==> src/include/cms_pkg.sv <==
package cms_pkg;
	// ----------------------------------------
	// Register offsets
	// ----------------------------------------
	localparam logic [11:0] OFS_CTRL = 12'h000;
	localparam logic [11:0] OFS_REQ = 12'h004;
	localparam logic [11:0] OFS_TPL = 12'h008;
	localparam logic [11:0] OFS_DIFN = 12'h00C;
	localparam logic [11:0] OFS_LSP = 12'h010;
	localparam logic [11:0] OFS_RSP = 12'h014;
	localparam logic [11:0] OFS_EXT = 12'h018;
	localparam logic [11:0] OFS_MANMV = 12'h01C;
	localparam logic [11:0] OFS_PENTRY = 12'h020;
	localparam logic [11:0] OFS_PASS1 = 12'h024;
	localparam logic [11:0] OFS_PASS2 = 12'h028;
	localparam logic [11:0] OFS_STAT = 12'h02C;
	localparam logic [11:0] OFS_MASK = 12'h100;
	localparam int MASK_N = 44;
	// ----------------------------------------
	// Control field positions
	// ----------------------------------------
	localparam int B_RINH = 0;
	localparam int B_RACK = 1;
	localparam int B_MPERM = 2;
	localparam int B_TRK = 3;
	localparam int B_SUP = 4;
	localparam int B_RSEL = 6;
	localparam int B_AUXSRC = 7;
	// ----------------------------------------
	// Reset values and codes
	// ----------------------------------------
	localparam logic [7:0] CTRL_RESET = 8'h04;
	localparam logic [7:0] TPL_RESET = 8'h32;
	localparam logic [7:0] TPL_A = 8'h32;
	localparam logic [7:0] TPL_B = 8'h35;
	localparam logic [7:0] FN_RACK = 8'h3C;
	localparam logic [7:0] FN_EXMV = 8'h67;
	localparam logic [7:0] FN_SMV = 8'h14;
	localparam logic [7:0] FN_SVSEL = 8'h15;
	localparam logic [31:0] DIFN_RESET = 32'h6700_0000;
	localparam logic signed [15:0] EXT_MIN = -16'sd250;
	localparam logic signed [15:0] EXT_MAX = 16'sd1250;
	localparam logic [15:0] MASK_RESET [0:MASK_N-1] = '{
		16'h8000, 16'h002E, 16'h0000, 16'h4622, 16'hFFFF, 16'hFFFF, 16'hFFFF, 16'h0002,
		16'h0002, 16'h0002, 16'h0002, 16'h0002, 16'h0002, 16'h0002, 16'h0002, 16'h0000,
		16'h003E, 16'h0E24, 16'h000E, 16'h0002, 16'h0038, 16'h0038, 16'h01FF, 16'h001A,
		16'h01DF, 16'h80FC, 16'h0018, 16'h0EEE, 16'h0E0E, 16'h0007, 16'h00EE, 16'h0404,
		16'h1D00, 16'h0000, 16'hFF00, 16'h0003, 16'h0C31, 16'h0314, 16'h0010, 16'h0076,
		16'h00FC, 16'h01FF, 16'h01FF, 16'h01FF};
	localparam logic [1:0] RESP_OK = 2'b00;
	localparam logic [1:0] RESP_ERR = 2'b10;
	typedef enum logic [1:0] {
		MODE_AUTO = 2'b00,
		MODE_MANUAL = 2'b01,
		MODE_REMOTE = 2'b11
	} cms_mode_t;
endpackage

==> src/design/cms_top.sv <==
`timescale 1ns/1ns
// What this block does
// - Remote-inhibit setting: off permits remote operation, on refuses it.
// - Inhibit ignores remote acknowledge, setpoint-select input, remote select, remote start.
// - Enabled acknowledge input grants or withholds remote/automatic switching permission, in templates 32h and 35h only.
// - Manual-permit setting: automatic and manual, or automatic only.
// - Manual prohibited refuses forced-manual and manual start-up by input.
// - Start-up mode chosen by setting: automatic, remote or manual.
// - Remote start while inhibited: manual if forced-manual input on, else automatic.
// - Manual start while prohibited: remote if acknowledge and remote select, else auto.
// - Tracking on: leaving remote copies remote setpoint into local setpoint.
// - Tracking off: leaving remote restores local setpoint held at remote entry.
// - Tracking applies for either remote setpoint source: aux input or selection.
// - Remote entered during ramp/soak returns to ramp/soak setpoint regardless.
// - Passwords span 0000 to FFFF; first level blocks all setting changes.
// - Second level blocks all settings except the operation group.
// - Forty-four sixteen-bit mask words, each set bit hides a parameter.
// - Mask bits numbered 1 to 16 from the least significant end.
// - Mask words load their factory default values.
// - External level -25 to 125 percent drives output while its input is on.
// - Internal manipulated value follows external level for bumpless release.
// - Manual operation ignores external input and keeps the manual output.
// - External override is input code 103, assigned to input 4 at delivery.
module cms_top
	import cms_pkg::*;
(
	input wire logic clk_sys,
	input wire logic srst,
	input wire logic [11:0] s_axi_awaddr,
	input wire logic s_axi_awvalid,
	output logic s_axi_awready,
	input wire logic [31:0] s_axi_wdata,
	input wire logic [3:0] s_axi_wstrb,
	input wire logic s_axi_wvalid,
	output logic s_axi_wready,
	output logic [1:0] s_axi_bresp,
	output logic s_axi_bvalid,
	input wire logic s_axi_bready,
	input wire logic [11:0] s_axi_araddr,
	input wire logic s_axi_arvalid,
	output logic s_axi_arready,
	output logic [31:0] s_axi_rdata,
	output logic [1:0] s_axi_rresp,
	output logic s_axi_rvalid,
	input wire logic s_axi_rready,
	input wire logic [3:0] di_in,
	input wire logic [15:0] pid_mv,
	input wire logic [15:0] aux_analog_sp,
	input wire logic [15:0] ramp_sp,
	input wire logic ramp_active,
	output logic [1:0] mode_out,
	output logic [15:0] setpoint_out,
	output logic [15:0] mv_out,
	output logic [15:0] mv_follow
);
	// ----------------------------------------
	// Helpers
	// ----------------------------------------
	function automatic logic di_fn(input logic [31:0] f, input logic [3:0] d,
		input logic [7:0] code);
		logic hit;
		hit = 1'b0;
		for (int i = 0; i < 4; i++)
			if (d[i] && f[8*i +: 8] == code)
				hit = 1'b1;
		return hit;
	endfunction

	function automatic logic [31:0] merge(input logic [31:0] old, input logic [31:0] nw,
		input logic [3:0] be);
		logic [31:0] r;
		r = old;
		for (int i = 0; i < 4; i++)
			if (be[i])
				r[8*i +: 8] = nw[8*i +: 8];
		return r;
	endfunction

	function automatic logic is_mask(input logic [11:0] a);
		return a[1:0] == 2'b00 && a >= OFS_MASK && a < OFS_MASK + 12'(4 * MASK_N);
	endfunction

	function automatic logic [5:0] mask_idx(input logic [11:0] a);
		logic [11:0] d;
		d = a - OFS_MASK;
		return d[7:2];
	endfunction

	function automatic logic signed [15:0] clamp_ext(input logic [15:0] v);
		logic signed [15:0] s;
		s = v;
		if (s < EXT_MIN)
			s = EXT_MIN;
		else if (s > EXT_MAX)
			s = EXT_MAX;
		return s;
	endfunction

	// ----------------------------------------
	// Storage
	// ----------------------------------------
	logic [7:0] ctrl;
	logic [7:0] control_template;
	logic [31:0] digital_input_function;
	logic [15:0] local_setpoint;
	logic [15:0] remote_setpoint;
	logic signed [15:0] external_output_level;
	logic [15:0] manual_mv;
	logic [15:0] pass_entry;
	logic [15:0] first_level_password;
	logic [15:0] second_level_password;
	logic [15:0] parameter_mask_word [0:MASK_N-1];
	logic aw_hold;
	logic w_hold;
	logic [11:0] awaddr_q;
	logic [31:0] wdata_q;
	logic [3:0] wstrb_q;
	logic do_write;
	logic [11:0] wa;
	logic [31:0] wd;
	logic wr_map;
	logic wr_oper;
	logic lock1;
	logic lock2;
	logic wr_ok;
	logic req_pulse;
	logic [1:0] req_mode;
	cms_mode_t mode;
	logic started;
	logic rsp_q;
	logic saved_ramp;
	logic [15:0] saved_lsp;

	// ----------------------------------------
	// Settings and input decode
	// ----------------------------------------
	logic remote_inhibit;
	logic manual_permit;
	logic remote_ok;
	logic rack_gate;
	logic rack_on;
	logic smv_on;
	logic svsel_on;
	logic exmv_on;
	logic rsp_act;
	logic [15:0] rsp_src;
	cms_mode_t start_mode;

	assign remote_inhibit = ctrl[B_RINH];
	assign manual_permit = ctrl[B_MPERM];
	assign rack_gate = ctrl[B_RACK] && !remote_inhibit
		&& (control_template == TPL_A || control_template == TPL_B);
	assign rack_on = di_fn(digital_input_function, di_in, FN_RACK);
	assign smv_on = di_fn(digital_input_function, di_in, FN_SMV);
	assign svsel_on = di_fn(digital_input_function, di_in, FN_SVSEL) && !remote_inhibit;
	assign exmv_on = di_fn(digital_input_function, di_in, FN_EXMV);
	// Remote needs no inhibit, remote select, and acknowledge when that gate is armed
	assign remote_ok = !remote_inhibit && ctrl[B_RSEL]
		&& (!rack_gate || rack_on);
	assign rsp_src = ctrl[B_AUXSRC] ? aux_analog_sp : remote_setpoint;
	assign rsp_act = (mode == MODE_REMOTE) || svsel_on;

	always_comb
	begin
		start_mode = MODE_AUTO;
		case (ctrl[B_SUP +: 2])
			2'd1:
			begin
				if (remote_ok)
					start_mode = MODE_REMOTE;
				else if (smv_on && manual_permit)
					start_mode = MODE_MANUAL;
			end
			2'd2:
			begin
				if (manual_permit)
					start_mode = MODE_MANUAL;
				else if (rack_on && remote_ok)
					start_mode = MODE_REMOTE;
			end
			default: start_mode = MODE_AUTO;
		endcase
	end

	// ----------------------------------------
	// Write decode and locks
	// ----------------------------------------
	assign do_write = aw_hold && w_hold && !s_axi_bvalid;
	assign wa = awaddr_q;
	assign wd = wdata_q;
	assign lock1 = first_level_password != 16'h0000 && pass_entry != first_level_password;
	assign lock2 = second_level_password != 16'h0000 && pass_entry != second_level_password;
	assign wr_oper = wa == OFS_REQ || wa == OFS_LSP || wa == OFS_EXT || wa == OFS_MANMV;

	always_comb
	begin
		case (wa)
			OFS_CTRL, OFS_REQ, OFS_TPL, OFS_DIFN, OFS_LSP, OFS_RSP, OFS_EXT, OFS_MANMV,
			OFS_PENTRY, OFS_PASS1, OFS_PASS2: wr_map = 1'b1;
			default: wr_map = is_mask(wa);
		endcase
	end

	// Password entry stays open so a locked unit can be unlocked
	assign wr_ok = wr_map && (wa == OFS_PENTRY
		|| (!lock1 && (!lock2 || wr_oper)));
	assign req_pulse = do_write && wr_ok && wa == OFS_REQ;
	assign req_mode = wd[1:0];

	// ----------------------------------------
	// AXI4-Lite write channel
	// ----------------------------------------
	always_ff @(posedge clk_sys)
	begin
		if (srst)
		begin
			aw_hold <= 1'b0;
			w_hold <= 1'b0;
			awaddr_q <= 12'h000;
			wdata_q <= 32'h0000_0000;
			wstrb_q <= 4'h0;
			s_axi_awready <= 1'b0;
			s_axi_wready <= 1'b0;
			s_axi_bvalid <= 1'b0;
			s_axi_bresp <= RESP_OK;
		end
		else
		begin
			s_axi_awready <= !aw_hold && !(s_axi_awvalid && s_axi_awready);
			s_axi_wready <= !w_hold && !(s_axi_wvalid && s_axi_wready);
			if (s_axi_awvalid && s_axi_awready)
			begin
				aw_hold <= 1'b1;
				awaddr_q <= s_axi_awaddr;
			end
			if (s_axi_wvalid && s_axi_wready)
			begin
				w_hold <= 1'b1;
				wdata_q <= s_axi_wdata;
				wstrb_q <= s_axi_wstrb;
			end
			if (do_write)
			begin
				s_axi_bvalid <= 1'b1;
				s_axi_bresp <= wr_ok ? RESP_OK : RESP_ERR;
			end
			else if (s_axi_bvalid && s_axi_bready)
			begin
				s_axi_bvalid <= 1'b0;
				aw_hold <= 1'b0;
				w_hold <= 1'b0;
			end
		end
	end

	// ----------------------------------------
	// Setting registers
	// ----------------------------------------
	always_ff @(posedge clk_sys)
	begin
		if (srst)
		begin
			ctrl <= CTRL_RESET;
			control_template <= TPL_RESET;
			digital_input_function <= DIFN_RESET;
			remote_setpoint <= 16'h0000;
			external_output_level <= 16'sh0000;
			manual_mv <= 16'h0000;
			pass_entry <= 16'h0000;
			first_level_password <= 16'h0000;
			second_level_password <= 16'h0000;
			for (int i = 0; i < MASK_N; i++)
				parameter_mask_word[i] <= MASK_RESET[i];
		end
		else if (do_write && wr_ok)
		begin
			case (wa)
				OFS_CTRL: ctrl <= 8'(merge({24'h0, ctrl}, wd, wstrb_q));
				OFS_TPL: control_template <= 8'(merge({24'h0, control_template}, wd, wstrb_q));
				OFS_DIFN: digital_input_function <= merge(digital_input_function, wd, wstrb_q);
				OFS_RSP: remote_setpoint <= 16'(merge({16'h0, remote_setpoint}, wd, wstrb_q));
				OFS_EXT: external_output_level <=
					clamp_ext(16'(merge({16'h0, external_output_level}, wd, wstrb_q)));
				OFS_MANMV: manual_mv <= 16'(merge({16'h0, manual_mv}, wd, wstrb_q));
				OFS_PENTRY: pass_entry <= 16'(merge({16'h0, pass_entry}, wd, wstrb_q));
				OFS_PASS1: first_level_password <=
					16'(merge({16'h0, first_level_password}, wd, wstrb_q));
				OFS_PASS2: second_level_password <=
					16'(merge({16'h0, second_level_password}, wd, wstrb_q));
				default:
				begin
					// Bytes with their write strobe set are replaced; bit n-1 holds mask bit n
					if (is_mask(wa))
						parameter_mask_word[mask_idx(wa)] <= 16'(merge({16'h0,
							parameter_mask_word[mask_idx(wa)]}, wd, wstrb_q));
				end
			endcase
		end
	end

	// ----------------------------------------
	// Operating mode
	// ----------------------------------------
	always_ff @(posedge clk_sys)
	begin
		if (srst)
		begin
			mode <= MODE_AUTO;
			started <= 1'b0;
		end
		else if (!started)
		begin
			started <= 1'b1;
			mode <= start_mode;
		end
		else if (smv_on && manual_permit)
			mode <= MODE_MANUAL;
		else if (req_pulse)
		begin
			case (req_mode)
				2'd1:
				begin
					if (manual_permit)
						mode <= MODE_MANUAL;
				end
				2'd3:
				begin
					if (remote_ok)
						mode <= MODE_REMOTE;
				end
				default: mode <= MODE_AUTO;
			endcase
		end
		else if (mode == MODE_REMOTE && !remote_ok)
			mode <= MODE_AUTO;
		else if (mode == MODE_MANUAL && !manual_permit)
			mode <= MODE_AUTO;
	end

	// ----------------------------------------
	// Local setpoint and tracking
	// ----------------------------------------
	always_ff @(posedge clk_sys)
	begin
		if (srst)
		begin
			local_setpoint <= 16'h0000;
			saved_lsp <= 16'h0000;
			saved_ramp <= 1'b0;
			rsp_q <= 1'b0;
		end
		else
		begin
			rsp_q <= rsp_act;
			if (rsp_act && !rsp_q)
			begin
				saved_lsp <= local_setpoint;
				saved_ramp <= ramp_active;
			end
			if (!rsp_act && rsp_q)
			begin
				if (saved_ramp)
					local_setpoint <= ramp_sp;
				else if (ctrl[B_TRK])
					local_setpoint <= rsp_src;
				else
					local_setpoint <= saved_lsp;
			end
			else if (do_write && wr_ok && wa == OFS_LSP)
				local_setpoint <= 16'(merge({16'h0, local_setpoint}, wd, wstrb_q));
		end
	end

	// ----------------------------------------
	// Outputs
	// ----------------------------------------
	always_ff @(posedge clk_sys)
	begin
		if (srst)
		begin
			mode_out <= MODE_AUTO;
			setpoint_out <= 16'h0000;
			mv_out <= 16'h0000;
			mv_follow <= 16'h0000;
		end
		else
		begin
			mode_out <= mode;
			if (rsp_act)
				setpoint_out <= rsp_src;
			else if (ramp_active)
				setpoint_out <= ramp_sp;
			else
				setpoint_out <= local_setpoint;
			if (mode == MODE_MANUAL)
			begin
				mv_out <= manual_mv;
				mv_follow <= manual_mv;
			end
			else if (exmv_on)
			begin
				mv_out <= external_output_level;
				mv_follow <= external_output_level;
			end
			else
			begin
				mv_out <= pid_mv;
				mv_follow <= pid_mv;
			end
		end
	end

	// ----------------------------------------
	// AXI4-Lite read channel
	// ----------------------------------------
	logic [31:0] rd_val;
	logic rd_map;

	always_comb
	begin
		rd_map = 1'b1;
		rd_val = 32'h0000_0000;
		case (s_axi_araddr)
			OFS_CTRL: rd_val = {24'h0, ctrl};
			OFS_TPL: rd_val = {24'h0, control_template};
			OFS_DIFN: rd_val = digital_input_function;
			OFS_LSP: rd_val = {16'h0, local_setpoint};
			OFS_RSP: rd_val = {16'h0, remote_setpoint};
			OFS_EXT: rd_val = {16'h0, external_output_level};
			OFS_MANMV: rd_val = {16'h0, manual_mv};
			OFS_REQ, OFS_PENTRY, OFS_PASS1, OFS_PASS2: rd_val = 32'h0000_0000;
			OFS_STAT: rd_val = {24'h0, lock2, lock1, exmv_on, rsp_act, rack_on, started, mode};
			default:
			begin
				if (is_mask(s_axi_araddr))
					rd_val = {16'h0, parameter_mask_word[mask_idx(s_axi_araddr)]};
				else
					rd_map = 1'b0;
			end
		endcase
	end

	always_ff @(posedge clk_sys)
	begin
		if (srst)
		begin
			s_axi_arready <= 1'b0;
			s_axi_rvalid <= 1'b0;
			s_axi_rdata <= 32'h0000_0000;
			s_axi_rresp <= RESP_OK;
		end
		else if (s_axi_arvalid && s_axi_arready)
		begin
			s_axi_arready <= 1'b0;
			s_axi_rvalid <= 1'b1;
			s_axi_rdata <= rd_val;
			s_axi_rresp <= rd_map ? RESP_OK : RESP_ERR;
		end
		else if (s_axi_rvalid && s_axi_rready)
		begin
			s_axi_rvalid <= 1'b0;
			s_axi_arready <= 1'b1;
		end
		else if (!s_axi_rvalid)
			s_axi_arready <= 1'b1;
	end
endmodule

==> config.mk <==
export PLATFORM = sky130hd
export DESIGN_NAME = cms_top
export DESIGN_NICKNAME = d
export VERILOG_FILES = /design/src/include/cms_pkg.sv /design/src/design/cms_top.sv
export SDC_FILE = /design/constraint.sdc
export NUM_CORES = 2
export LEC_CHECK = 0
export BUFFER_PORTS_ARGS = -buffer_cell sky130_fd_sc_hd__buf_2
export CAP_MARGIN = 20
export CORE_ASPECT_RATIO = 0.9
export CORE_MARGIN = 2
export CORE_UTILIZATION = 50
export DETAILED_ROUTE_END_ITERATION = 8
export PLACE_DENSITY = 0.75
export SLEW_MARGIN = 20
export SYNTH_ARGS = -nofsm -noshare
export SYNTH_HDL_FRONTEND = slang
export SYNTH_SLANG_ARGS = --single-unit
==> constraint.sdc <==
create_clock -name clk_sys -period 4.6 [get_ports clk_sys]
set_input_delay 0.92 -clock clk_sys [delete_from_list [all_inputs] [get_ports clk_sys]]
set_output_delay 0.92 -clock clk_sys [all_outputs]
set_load 0.005 [all_outputs]
==> out/results.ini <==
[critical_path]
cp.arrival_ns = 4.55
start_kind = register
cp.required_ns = 5.00
worstSetupPathType = register to register
crit_fanout = 26
crit_path_end_kind = register

[grt]
grt_max_degree = 112
grt_pass1_wl_um = 233200
track_usage_pct = 28.69
overflow = 0
antenna_found_initial = 8
grt_pass1_vias = 35910

[synth]
syn_area_mm2 = 0.05357
synth.area.top_cells = edfxtp_1 51%, mux4_2 12%, dfxtp_1 11%
ys_async_sr_fraction_pct = 0
synth_cell_type_count = 76
ys_warn_count = 0
synth_flop_cell = edfxtp_1
synth_top_cell_by_area = edfxtp_1
synth_top_area_share_pct = 51.12
synth-seq-cells = 1216
synth_edf_count = 912
ys_seq_area_share_pct = 62.48
synth_cells = 4021
syn_area_per_cell_um2 = 13.32

[placed_design]
hpwl_um = 108600
port_buffers = 208
gp_congestion = 0.9776

[final_layout]
layout_common_cells = 912 x edfxtp_1, 532 x nor2_1, 396 x nand2_1
seqCellArea_mm2 = 0.03349
nets = 4549
area_growth_pct = 14.61
multiInputGateArea_mm2 = 0.01937
final_common_cell = edfxtp_1
drive_gt1_share_pct = 22.85
fillers = 8132

[clocking]
cts_hold_buf = 0
cts_tree = yes
cts_made_buffers = 113
clk_latency_ns = 0.71
clkTransAtPathRegs_ns = 0.06
cts_htree_levels = 3
clkSinkCount = 1216
clk_path_buf_depth = 3
cts_resized = 0
clockRootBuffer = clkbuf_16
cts_setup_buffers = 0

[route]
wl_per_cell_um = 26.98
vias = 37110
dr.pass1.iters = 6
drcViolationCount = 0
first_iter_violations = 5124
ant_nets = 0
viasPerCell = 6.288
drt_wl_total_um = 159200

[floorplan]
die_y_um = 314.5
core_mm2 = 0.1059
die_area_mm2 = 0.1098
rows = 113
initial_utilization_pct = 50.59
fp.dieW_um = 349.0
num_io_pins = 211

[sta]
worst_slew_pin_slew_ns = 1.127
hold_viol_final = 0
finalClockSkew_ns = 0.01974
period_share_pct = 90.16
slew_violations = 0
fmax_ghz = 0.2411
slew_headroom_pct = 24.84
period_needed_ns = 4.147
grt_setup_unrepaired = false
fin_setup_tns_ns = 0
finalSetupViolCount = 0

[run_status]
outcome = finished, final reports clean

[hold_path]
min_path_type = input port to register

[pwr]
p_per_area_mw_per_mm2 = 384.4
cellLeakagePower_nw = 21.56
irDropWorstVdd_v = 0.0003416
p_total_mw = 23.60

[run]
maxCapViolations = 0

==> cells in the mapped netlist (all sizes together), types with 3 or more instances <==
cell	n
nand4b	7
nor2	537
a222oi	8
and3	79
nand3	41
a21oi	112
nand3b	8
a31oi	4
nand2b	24
a211oi	97
xnor2	33
mux2	19
a221o	8
o21a	8
o31ai	3
clkbuf	260
nor4	31
or3	85
inv	15
o211ai	5
dfxtp	304
mux2i	155
nor4b	5
a22o	16
and4b	3
nand2	397
buf	100
nor2b	29
nand4	31
and4	5
a22oi	12
or2	54
o22ai	3
mux4	294
a221oi	17
and2	94
nor3b	4
nor3	62
or4	5
or3b	4
o21ai	104
o221a	3
edfxtp	912
==> where the power goes <==
part	total [mW]	leakage (nW)	internal (mW)	switching, mW
combinational	1.66	8.54	0.631	1.03
sequential	12.2	11.2	12.1	0.146
clock	9.71	1.86	5.51	4.20
total	23.6	21.6	18.2	5.37
==> cell type report <==
| cell class | instances | share of cell area, % |
|---|---|---|
| Multi-Input combinational cell | 2637 | 31.55 |
| Clock inverter | 67 | 1.190 |
| Tap cell | 1380 | 2.812 |
| Clock buffer | 141 | 4.995 |
| Inverter | 17 | 0.1060 |
| Antenna cell | 1 | 0.004076 |
| Timing Repair Buffer | 442 | 4.795 |
| Sequential cell | 1216 | 54.55 |
==> worst max-delay path: stages, from the launching register on <==
cell	delay, ns
dfxtp_1	0.40
xnor2_1	0.18
nand4_1	0.14
nor4_1	0.63
o31ai_2	0.29
or4_1	0.69
or3_2	0.80
o21ai_0	0.46
buf_4	0.25
==> metrics by stage <==
stage / area, um2 / util (%) / cells / setup WS [ns] / hold WS [ns]
after global routing: 61400 / 57.98 / 5900 / 0.2612 / 0.4400
after detailed placement: 57590 / 54.39 / 5692 / 0.5426 / 0.4469
final: 61400 / 57.98 / 5901 / 0.4526 / 0.4455
after floorplan: 54350 / - / 4230 / 0.9208 / 0.4258
after CTS: 61390 / 57.97 / 5900 / 0.5147 / 0.4262
after global placement: 57590 / 54.38 / 5691 / 0.5074 / 0.4395
==> path summary, 6_finish.rpt <==
path,from,endpoint,slack [ns],depth (start not counted)
worst max register to register,pass_entry[14],parameter_mask_word[17][12],0.45,8
worst min register to register,wd[28],wd[28],0.46,2
worst min-delay path,s_axi_wstrb[1],wstrb_q[1],0.45,3
worst max-delay path,pass_entry[14],parameter_mask_word[17][12],0.45,8
==> cells by family (layout without fill, tap and decap cells) <==
group                    count (synthesis)  count (layout)  share of synthesized area [%]
flip-flops                            1216            1216                          62.48
AND/OR/NAND/NOR                       1508            1508                          13.31
AO/OA/AOI/OAI                          416             416                          5.045
other                                    1             211                       0.007000
buffers and inverters                  377             667                          2.917
multiplexers                           468             468                          15.66
adder cells (fa/ha/maj)                  2               2                        0.04671
XOR/XNOR                                33              33                         0.5395
==> layer usage <==
| metal | wire length, um | GRT usage (%) | part of all wire, % | vias to the layer above |
|---|---|---|---|---|
| met1 | 58860 | 39.24 | 37 | 18420 |
| li1 | - | - | - | 15630 |
| met4 | 7270 | 11.73 | 4.6 | 8 |
| met2 | 70640 | 42.74 | 44 | 2626 |
| met3 | 22380 | 8.999 | 14 | 432 |
| met5 | 70 | 0 | 0.044 | - |
==> state kept, by name (all words and copies together), names as in the netlist, 32 cells and up <==
register,cells
parameter_mask_word,912
s_axi_rdata,32
digital_input_function,32
wd,32
Power figures use the tool's default switching activity.
